===== config.mk =====
export PLATFORM = sky130hd
export DESIGN_NAME = eac_top
export DESIGN_NICKNAME = d
export VERILOG_FILES = /design/src/core/eac_pkg.sv /design/src/core/eac_top.sv /design/src/core/eac_prog_timer.sv
export VERILOG_INCLUDE_DIRS = /design/src /design/src/core
export SDC_FILE = /design/constraint.sdc
export NUM_CORES = 2
export LEC_CHECK = 0
export ABC_CLOCK_PERIOD_IN_PS = 18500
export BUFFER_PORTS_ARGS = -buffer_cell sky130_fd_sc_hd__buf_4
export CORE_UTILIZATION = 30
export CTS_BUF_LIST = sky130_fd_sc_hd__clkbuf_16
export CTS_CLUSTER_DIAMETER = 80
export DETAILED_ROUTE_END_ITERATION = 10
export GPL_ROUTABILITY_DRIVEN = 0
export MAX_ROUTING_LAYER = met4
export PLACE_DENSITY_LB_ADDON = 0.1
export SETUP_SLACK_MARGIN = 0.15
export SLEW_MARGIN = 20
export SYNTH_ARGS = -nofsm -noshare
export SYNTH_HDL_FRONTEND = slang
export SYNTH_SLANG_ARGS = --single-unit

===== constraint.sdc =====
create_clock -name clk_sys -period 18.5 [get_ports clk_sys]
set_clock_uncertainty 0.05 [all_clocks]
set_input_delay 1.85 -clock clk_sys [delete_from_list [all_inputs] [get_ports clk_sys]]
set_output_delay 1.85 -clock clk_sys [all_outputs]
set_load 0.005 [all_outputs]

===== src/core/eac_map.svh =====
// Offsets, field positions, reset values and timing counts of the EEPROM access control
`ifndef EAC_MAP_SVH
`define EAC_MAP_SVH
// ----------------------------------------
// Register selects on the CPU I/O port
// ----------------------------------------
`define EAC_SEL_CTRL 2'h0
`define EAC_SEL_DATA 2'h1
`define EAC_SEL_ADRL 2'h2
`define EAC_SEL_ADRH 2'h3
// ----------------------------------------
// Control register fields
// ----------------------------------------
`define EAC_BIT_RSTB 0
`define EAC_BIT_WSTB 1
`define EAC_BIT_ARM 2
`define EAC_BIT_RIE 3
`define EAC_BIT_PMLO 4
`define EAC_BIT_PMHI 5
`define EAC_RSV_ZERO 2'h0
`define EAC_BYTE_RST 8'h00
`define EAC_ADDR_RST 9'h000
// ----------------------------------------
// Address space
// ----------------------------------------
`define EAC_LOCK_TOP 9'h0FF
`define EAC_LAST_ADDR 9'h13F
`define EAC_DEPTH 320
`define EAC_ERASED 8'hFF
// ----------------------------------------
// Timing
// ----------------------------------------
`define EAC_ARM_CYC 3'h4
`define EAC_WR_STALL 3'h2
`define EAC_RD_STALL 3'h4
`define EAC_ATOMIC_US 3400
`define EAC_SPLIT_US 1800
`define EAC_CPU_WRITE_US 8500
`define EAC_CPU_WRITE_OSC 67584
`endif


===== src/core/eac_pkg.sv =====
// Types shared by the EEPROM access control modules
package eac_pkg;
   typedef enum logic [1:0] {PM_ATOMIC, PM_ERASE, PM_WRITE, PM_RSVD} eac_mode_t;
   typedef enum logic {TMR_IDLE, TMR_RUN} eac_tmr_st_t;
   typedef struct packed {
      logic wr;
      logic [1:0] sel;
      logic [7:0] data;
   } eac_io_t;
endpackage : eac_pkg


===== src/core/eac_top.sv =====
// EEPROM access control: control, address and data registers, array and timing
`timescale 1ns/1ps
`include "eac_map.svh"
module eac_top
   import eac_pkg::*;
#(
   parameter logic [16:0] ATOMIC_OSC = 17'(`EAC_CPU_WRITE_OSC),
   parameter logic [16:0] SPLIT_OSC = 17'(`EAC_CPU_WRITE_OSC * `EAC_SPLIT_US / `EAC_ATOMIC_US)
)
(
   // Clock and resets
   input wire logic clk_sys,
   input wire logic nrst,
   input wire logic nPor,
   // CPU I/O register port
   input wire eac_io_t ioReq,
   output logic [7:0] ioRdData_r,
   // CPU side status
   input wire logic globalIrqFlag,
   input wire logic flashSelfprogActive,
   input wire logic upperAreaLockFuse,
   // Calibrated RC oscillator, asynchronous
   input wire logic rcOsc,
   // Outputs to the CPU core
   output logic readyIrqReq_r,
   output logic cpuStall_r
);
   // ----------------------------------------
   // Declarations
   // ----------------------------------------
   eac_mode_t mode_r, progMode_r, startMode;
   logic rie_r, arm_r, wstb_r, rstb_r;
   logic [1:0] armCnt_r, stallCnt_r;
   logic [8:0] addr_r, progAddr_r;
   logic [7:0] data_r, progData_r, curByte, newByte;
   logic [7:0] mem [`EAC_DEPTH];
   logic [2:0] oscSync_r;
   logic oscLvl_r, oscTick;
   logic ctrlWr, armLoad, startReq, lockHit, startOk, rdEvent, tmrBusy, tmrDone;

   assign ctrlWr = ioReq.wr && (ioReq.sel == `EAC_SEL_CTRL);
   assign startMode = eac_mode_t'(ioReq.data[`EAC_BIT_PMHI:`EAC_BIT_PMLO]);
   assign armLoad = ctrlWr && ioReq.data[`EAC_BIT_ARM];
   assign startReq = ctrlWr && ioReq.data[`EAC_BIT_WSTB] && !wstb_r && arm_r
                     && !flashSelfprogActive;
   assign lockHit = (upperAreaLockFuse && (addr_r > `EAC_LOCK_TOP))
                    || (addr_r > `EAC_LAST_ADDR);
   assign startOk = startReq && (startMode != PM_RSVD) && !lockHit;
   assign rdEvent = ctrlWr && ioReq.data[`EAC_BIT_RSTB] && !wstb_r;
   assign curByte = (addr_r > `EAC_LAST_ADDR) ? `EAC_BYTE_RST : mem[addr_r];

   // ----------------------------------------
   // RC oscillator sync, three stages
   // ----------------------------------------
   always_ff @(posedge clk_sys or negedge nPor) begin
      if (!nPor) begin
         oscSync_r <= 3'h0;
         oscLvl_r <= 1'b0;
      end else begin
         oscSync_r <= {oscSync_r[1:0], rcOsc};
         if (oscSync_r[1] == oscSync_r[2]) begin
            oscLvl_r <= oscSync_r[2];
         end
      end
   end
   assign oscTick = (oscSync_r[1] == oscSync_r[2]) && oscSync_r[2] && !oscLvl_r;

   // ----------------------------------------
   // Programming engine
   // ----------------------------------------
   // Engine sits on power-on reset so a system reset never cuts a write short
   eac_prog_timer u_timer (
      .clk_sys(clk_sys),
      .nPor(nPor),
      .start(startOk),
      .loadCnt((startMode == PM_ATOMIC) ? ATOMIC_OSC : SPLIT_OSC),
      .oscTick(oscTick),
      .busy(tmrBusy),
      .done(tmrDone)
   );

   always_ff @(posedge clk_sys or negedge nPor) begin
      if (!nPor) begin
         wstb_r <= 1'b0;
         progMode_r <= PM_ATOMIC;
         progAddr_r <= `EAC_ADDR_RST;
         progData_r <= `EAC_BYTE_RST;
      end else if (startReq) begin
         wstb_r <= 1'b1;
         progMode_r <= startMode;
         progAddr_r <= addr_r;
         progData_r <= data_r;
      end else if (wstb_r && !tmrBusy) begin
         wstb_r <= 1'b0;
      end
   end

   always_comb begin
      case (progMode_r)
         PM_ATOMIC: newByte = progData_r;
         PM_ERASE: newByte = `EAC_ERASED;
         PM_WRITE: newByte = progData_r & mem[progAddr_r];
         default: newByte = mem[progAddr_r];
      endcase
   end

   for (genvar i = 0; i < `EAC_DEPTH; i++) begin : g_mem
      always_ff @(posedge clk_sys) begin
         if (tmrDone && (progAddr_r == 9'(i))) begin
            mem[i] <= newByte;
         end
      end
   end

   // ----------------------------------------
   // Mode field
   // ----------------------------------------
   // System reset acts on the clock here, since a busy engine must keep its mode
   always_ff @(posedge clk_sys or negedge nPor) begin
      if (!nPor) begin
         mode_r <= PM_ATOMIC;
      end else if (!wstb_r) begin
         if (!nrst) begin
            mode_r <= PM_ATOMIC;
         end else if (ctrlWr) begin
            mode_r <= startMode;
         end
      end
   end

   // ----------------------------------------
   // Control bits, address and data
   // ----------------------------------------
   always_ff @(posedge clk_sys or negedge nrst) begin
      if (!nrst) begin
         rie_r <= 1'b0;
         arm_r <= 1'b0;
         armCnt_r <= 2'h0;
      end else begin
         if (ctrlWr) begin
            rie_r <= ioReq.data[`EAC_BIT_RIE];
         end
         if (startReq) begin
            arm_r <= 1'b0;
         end else if (armLoad) begin
            arm_r <= 1'b1;
            armCnt_r <= 2'(`EAC_ARM_CYC - 3'h1);
         end else if (arm_r) begin
            if (armCnt_r == 2'h0) begin
               arm_r <= 1'b0;
            end else begin
               armCnt_r <= armCnt_r - 2'h1;
            end
         end
      end
   end

   always_ff @(posedge clk_sys or negedge nrst) begin
      if (!nrst) begin
         addr_r <= `EAC_ADDR_RST;
         data_r <= `EAC_BYTE_RST;
         rstb_r <= 1'b0;
      end else begin
         rstb_r <= rdEvent;
         if (rdEvent) begin
            data_r <= curByte;
         end else if (ioReq.wr && (ioReq.sel == `EAC_SEL_DATA)) begin
            data_r <= ioReq.data;
         end
         if (ioReq.wr && !wstb_r && (ioReq.sel == `EAC_SEL_ADRL)) begin
            addr_r[7:0] <= ioReq.data;
         end
         if (ioReq.wr && !wstb_r && (ioReq.sel == `EAC_SEL_ADRH)) begin
            addr_r[8] <= ioReq.data[0];
         end
      end
   end

   // ----------------------------------------
   // CPU stall, ready request, read-back
   // ----------------------------------------
   always_ff @(posedge clk_sys or negedge nrst) begin
      if (!nrst) begin
         stallCnt_r <= 2'h0;
         cpuStall_r <= 1'b0;
      end else if (startOk) begin
         stallCnt_r <= 2'(`EAC_WR_STALL - 3'h1);
         cpuStall_r <= 1'b1;
      end else if (rdEvent) begin
         stallCnt_r <= 2'(`EAC_RD_STALL - 3'h1);
         cpuStall_r <= 1'b1;
      end else if (stallCnt_r != 2'h0) begin
         stallCnt_r <= stallCnt_r - 2'h1;
      end else begin
         cpuStall_r <= 1'b0;
      end
   end

   always_ff @(posedge clk_sys or negedge nrst) begin
      if (!nrst) begin
         readyIrqReq_r <= 1'b0;
         ioRdData_r <= `EAC_BYTE_RST;
      end else begin
         readyIrqReq_r <= rie_r && globalIrqFlag && !wstb_r;
         case (ioReq.sel)
            `EAC_SEL_CTRL: ioRdData_r <= {`EAC_RSV_ZERO, mode_r, rie_r,
                                          arm_r, wstb_r, rstb_r};
            `EAC_SEL_DATA: ioRdData_r <= data_r;
            `EAC_SEL_ADRL: ioRdData_r <= addr_r[7:0];
            default: ioRdData_r <= {7'h00, addr_r[8]};
         endcase
      end
   end
endmodule : eac_top


===== src/core/eac_prog_timer.sv =====
// Programming timer counting ticks of the calibrated RC oscillator
`timescale 1ns/1ps
module eac_prog_timer
   import eac_pkg::*;
(
   // Clock and power-on reset
   input wire logic clk_sys,
   input wire logic nPor,
   // Control
   input wire logic start,
   input wire logic [16:0] loadCnt,
   input wire logic oscTick,
   // Status
   output logic busy,
   output logic done
);
   eac_tmr_st_t st_r;
   logic [16:0] cnt_r;

   always_ff @(posedge clk_sys or negedge nPor) begin
      if (!nPor) begin
         st_r <= TMR_IDLE;
         cnt_r <= 17'h0_0000;
         done <= 1'b0;
      end else begin
         done <= 1'b0;
         case (st_r)
            TMR_IDLE: begin
               if (start) begin
                  cnt_r <= loadCnt;
                  st_r <= TMR_RUN;
               end
            end
            TMR_RUN: begin
               if (oscTick) begin
                  if (cnt_r <= 17'h0_0001) begin
                     done <= 1'b1;
                     st_r <= TMR_IDLE;
                  end else begin
                     cnt_r <= cnt_r - 17'h0_0001;
                  end
               end
            end
            default: st_r <= TMR_IDLE;
         endcase
      end
   end

   assign busy = (st_r == TMR_RUN);
endmodule : eac_prog_timer


Word-level counts from Yosys, hierarchy flattened. Memories as Yosys holds them, arrays and structs flattened. Cells that the tools add are included.

Flip-flop bits (word level): 79. Memory bits (writable): 2560. Output and inout bits: 10. Logic and storage cells: 2673. Memories: 1.

$add $sub $neg: 3. Magnitude comparators: 3. Equality and inequality tests: 332. Muxes and demuxes: 1631. Bitwise operators: 4. Reduce and logical (&&, ||, !) cells: 678.

Memories: mem (words 320, bits a word 8, read ports 2, clocked after memory_dff 0, write ports 1, RTL line eac_top.sv:36) `` logic [7:0] mem [`EAC_DEPTH]; ``.

Operators by type and width (number): 9-bit two-way mux (319); 8-bit two-way mux (322); 8-bit OR reduction (319); 9-bit by 8-bit == test with 1-bit output (second input constant) (128); 1-bit two-way mux (974); 9-bit by 7-bit == test with 1-bit output (second input constant) (64); 9-bit == test (second input constant) (64); 1-bit logical AND (340); 9-bit by 6-bit == test with 1-bit output (second input constant) (32); 9-bit by 5-bit == test with 1-bit output (second input constant) (16); 9-bit by 4-bit == test with 1-bit output (second input constant) (8); 17-bit two-way mux (4); 8-bit one-hot mux with 3 select lines (2); 9-bit by 3-bit == test with 1-bit output (second input constant) (4); 17-bit one-hot mux with 2 select lines (1); 9-bit by 2-bit == test with 1-bit output (second input constant) (2); 17-bit by 1-bit less-or-equal comparator with 1-bit output (second input constant) (1); 17-bit by 1-bit subtractor with 17-bit output (second input constant) (1); 2-bit two-way mux (8); 2-bit != test (second input constant) (5); 9-bit by 1-bit == test with 1-bit output (second input constant) (1); 9-bit by 8-bit greater-than comparator with 1-bit output (second input constant) (1); 9-bit greater-than comparator (second input constant) (1); 9-bit logical NOT (1); other kinds (16) (33).

Logic depth before layout (Yosys ltp).
Word-level depth: 324. Mapped depth: 13.

Cells and area by module. From an unflattened synthesis, not the netlist that was laid out.

Cells, all modules: 6194. Area, all modules: 124211.6 um^2.

By module, submodules not included: eac_top (instances 1, cells an instance 6044, area each 122814.0 um^2, sequential area each 78375.2 um^2); eac_prog_timer (instances 1, cells an instance 150, area each 1397.6 um^2, sequential area each 475.5 um^2).

Worst setup path after synthesis. Ideal clock, no wire load.

Path type: register to register. Start point: register progAddr_r[0]. End point: memory mem[0][0], data pin. Library setup time: 2.109 ns. Arrival time: 11.531 ns. Required time: 16.341 ns. Setup slack: 4.810 ns. Stages on the path, launching flop included: 12. Path buffers: 6. Cells stage by stage: dfrtp_1 -> buf_6 -> buf_4 -> buf_2 -> buf_4 -> buf_4 -> buf_4 -> mux2_2 -> o211ai_1 -> nand4_1 -> a211oi_1 -> a31oi_1.

Elaborated cells between the ends (all ways): 1912. Classes of those cells: eq/ne: 318; mux: 956; bitwise: 1; reduce/logical: 636; memory: 1.

RTL lines: start, declared (RTL line eac_top.sv:34) `logic [8:0] addr_r, progAddr_r;`; start signal, assigned (RTL line eac_top.sv:86) `` progAddr_r <= `EAC_ADDR_RST; ``; start signal, assigned (RTL line eac_top.sv:91) `progAddr_r <= addr_r;`; memory 320 x 8 bit (*); 8-bit bitwise AND (RTL line eac_top.sv:102) `PM_WRITE: newByte = progData_r & mem[progAddr_r];`; 8-bit one-hot mux with 3 select lines (*) (RTL line eac_top.sv:99) `case (progMode_r)`; net newByte[0] (RTL line eac_top.sv:35) `logic [7:0] data_r, progData_r, curByte, newByte;`; 8-bit two-way mux (no source line) (318 in a row); 8-bit two-way mux (no source line) (*); end, declared (RTL line eac_top.sv:36).

Mark *: on every way through the listed nets, which the timed path passes. The rest lies on a longest branch.

Final worst setup path.
Start point: register progAddr_r[0]. End point: memory mem[40][3], data pin.

Same word-level chain as after synthesis.

==> impl_results.md <==
* Run status: finished, final reports clean
* Ys Warns at 0
* Area leader, netlist: edfxtp_1
* Finish-stage setup viols at 0
* #FFs+latches synth at 2639
* TritonCTS buffer count at 319
* Mapped Area at 124000 sq um
* Post-synth top flop: edfxtp_1
* CP peak stage delay at 990 ps
* Core area at 410000 sq um
* Largest family of logic cells by synthesized area: multiplexers
* Total of max-cap violations at 0
* CTS Sinks at 2639
* Crit share post-route at 46.8%
* WL/cell at 43.2 um
* Crit Path Max Fanout at 81
* Highest Clock Rate at 116 MHz
* Compound-Gate Fraction of Synth Area at 3.03%
* Final Power at 21.9 mW
* First-pass DRT Iterations at 6
* Post-CTS setup buffer count at 0
* Post-synth EDFFs at 2560
* Yosys cell types at 73
* Initial DRC Count at 10500
* Synth Area in XOR/XNOR at 0.0638%
* Final min period at 8650 ps
* Critical Path AT at 9100 ps
* Synth Area per Inst at 19.4 sq um
* Clock latency on the worst-skew pair at 1000 ps
* Relative slew slack at 9.85%
* Crit path kind: register to register
* Routed vias/inst at 5.99
* WHS at 317 ps
* Syn_nets at 6397
* Die Width at 644 um
* Die Area at 414000 sq um
* ANT nets after route at 0
* Die height at 644 um
* Mux cell area share after synthesis at 27.3%
* Antenna violations before repair at 57
* Dpl hpwl at 350000 um
* Final hold violations at 0
* Largest cells by area after synthesis: edfxtp_1, mux4_2, mux2i_1
* CP Launch Type: register
* Top cell by count, worst path: buf_4
* Worst path required time at 18950 ps
* WP buf/inv at 6
* Post-synth top area share at 62.2%
* Pwr/cell area at 154 nW/um^2
* CP endpoint kind: register
* Total GRT Usage at 26.2%
* Share of cells above drive strength 1 at 35.7%
* CP top delay family: buffers and inverters
* Leakage at 44.1 nW
* Grt ovf at 0
* Final Net Count at 6683
* Via count at 74300
* CTS Hold Bufs at 0
* Drt drc at 0
* Worst VDD drop at 0.152 mV
* First-pass GRT wire length at 709000 um
* Area Growth Syn to Fin at 15.3%
* HP Class: register to register
* Largest net degree at the start of global routing at 192
* Pre-CTS setup slack at 9670 ps
* Post-CTS Resized at 0
* Seq/Total Area, Yosys at 63.8%
* Initial core utilization at 30.1%
* Vias in the first global route at 73800
* Buffers on Ports at 27
* Fin. max-slew vios at 0
* Final WS setup at 9850 ps
* CTS H-tree depth at 5
* Commonest non-fill, non-tap cell in the layout: edfxtp_1
* RSZ-0062 raised after global routing: false
* Crit-path cells: buf_4, buf_12, buf_4, buf_4, mux4_2, mux4_2, a32o_1, a221oi_1, nand4_1, nor3_1, nor2_4, buf_4, buf_4
* Simple-Gate Fraction of Synth Area at 3.56%
* Wirelength, routed at 536000 um
* Clock buffer depth at 4
* TNS Setup at 0 ps
* Cell count after synthesis at 6374
* Clock Tree Root: clkbuf_16
* CTS tree: built
* Clock transition at path regs at 60 ps
* Worst path slowest cell: dfrtp_4
* # rows at 235
* Slew at the pin with the worst max-slew slack at 1350 ps
* Most frequent cells in the layout: edfxtp_1, mux4_2, buf_4
* I/O Pins at 28
* Adder-Cell Fraction of Synth Area at 0.0506%
* Ys async rst share at 2.99%
where the power goes:
group	switching, mW	internal (mW)
combinational	5.27	2.35
sequential	0.202	7.86
clock	2.65	3.52
total	8.13	13.7
cells by family (layout without fill, tap and decap cells):
group                      after synthesis  after routing
DFF                                   2639           2639
muxes                                 1669           1669
and+or+nand+nor                        994            994
AOI/OAI and AO/OA                      531            531
buffers and inverters                  527           1065
xor gates and xnor gates                 9              9
adders and majority gates                5              5
other                                    0             48
per-layer routing:
metal | up-vias | routed length, um | track usage, %
met4 | 0 | 26100 | 10.9
met5 | - | 0 | -
li1 | 28000 | - | -
met2 | 3829 | 242000 | 38.8
met3 | 943 | 44600 | 5.56
met1 | 41500 | 224000 | 34.9
metrics by stage:
step                area (sq um)  util (%)  instances
global route              142000      34.7      12400
CTS                       142000      34.7      12400
floorplan                 124000         -       6374
detailed placement        132000      32.2      11800
global placement          132000      32.2      11800
finish                    142000      34.7      12400
worst register-to-register path, cell delays in order (launching register included):
cell and delay, ps:
dfrtp_4 990, buf_4 790, buf_12 620, buf_4 930, buf_4 790, mux4_2 630
mux4_2 530, a32o_1 280, a221oi_1 550, nand4_1 170, nor3_1 760, nor2_4 80
buf_4 360, buf_4 500
sequential cells by signal, indices dropped and copies added, names as in the netlist, 2 cells and up:
name and cells:
addr_r 9, armCnt_r 2, data_r 8, ioRdData_r 8
mem 2560, mode_r 2, oscSync_r 3, progAddr_r 9
progData_r 8, progMode_r 2, stallCnt_r 2, u_timer.cnt_r 17
final cells by class:
cell class | instances | area, sq um
multi-input combinational | 3208 | 42600
clock buffer | 326 | 8160
timing repair buffer | 476 | 3850
inverter | 16 | 77.6
fill | 38500 | 267000
clock inverter | 247 | 1880
antenna | 48 | 120
sequential | 2639 | 78900
tap | 5451 | 6820
Yosys cell counts (8+ instances only):
master	instances
buf_1	53
a32oi_1	21
a221oi_1	29
edfxtp_1	2560
buf_4	59
or3_1	8
and3_1	10
a31oi_1	38
nor3_1	51
a211oi_1	15
buf_2	168
dfrtp_1	79
a22o_1	28
nand2_1	252
nand2b_1	19
clkbuf_1	191
mux4_2	1354
nand3_1	109
nor4_1	25
nand4_1	24
and2_1	10
inv_1	12
mux2_2	45
buf_6	35
a21oi_1	78
a2111oi_0	11
nor2b_1	31
o22ai_1	51
a22oi_1	86
nor2_1	421
o221ai_1	25
o21ai_0	75
mux2i_1	270
worst paths after layout:
| kind | from | endpoint | slack [ps] | depth (start not counted) |
|---|---|---|---|---|
| setup / recovery | progAddr_r[0]$_DFFE_PN0P_ | mem[40][3]$_DFFE_PP_ | 9850 | 13 |
| hold / removal | oscSync_r[0]$_DFF_PN0_ | oscSync_r[1]$_DFF_PN0_ | 320 | 0 |
| setup reg to reg | progAddr_r[0]$_DFFE_PN0P_ | mem[40][3]$_DFFE_PP_ | 9850 | 13 |
| hold reg to reg | oscSync_r[0]$_DFF_PN0_ | oscSync_r[1]$_DFF_PN0_ | 320 | 0 |
| max in group asynchronous | nPor | progAddr_r[2]$_DFFE_PN0P_ | 16710 | 1 |
| min in group asynchronous | nrst | ioRdData_r[2]$_DFF_PN0_ | 680 | 1 |
Power figures use the tool's default switching activity.
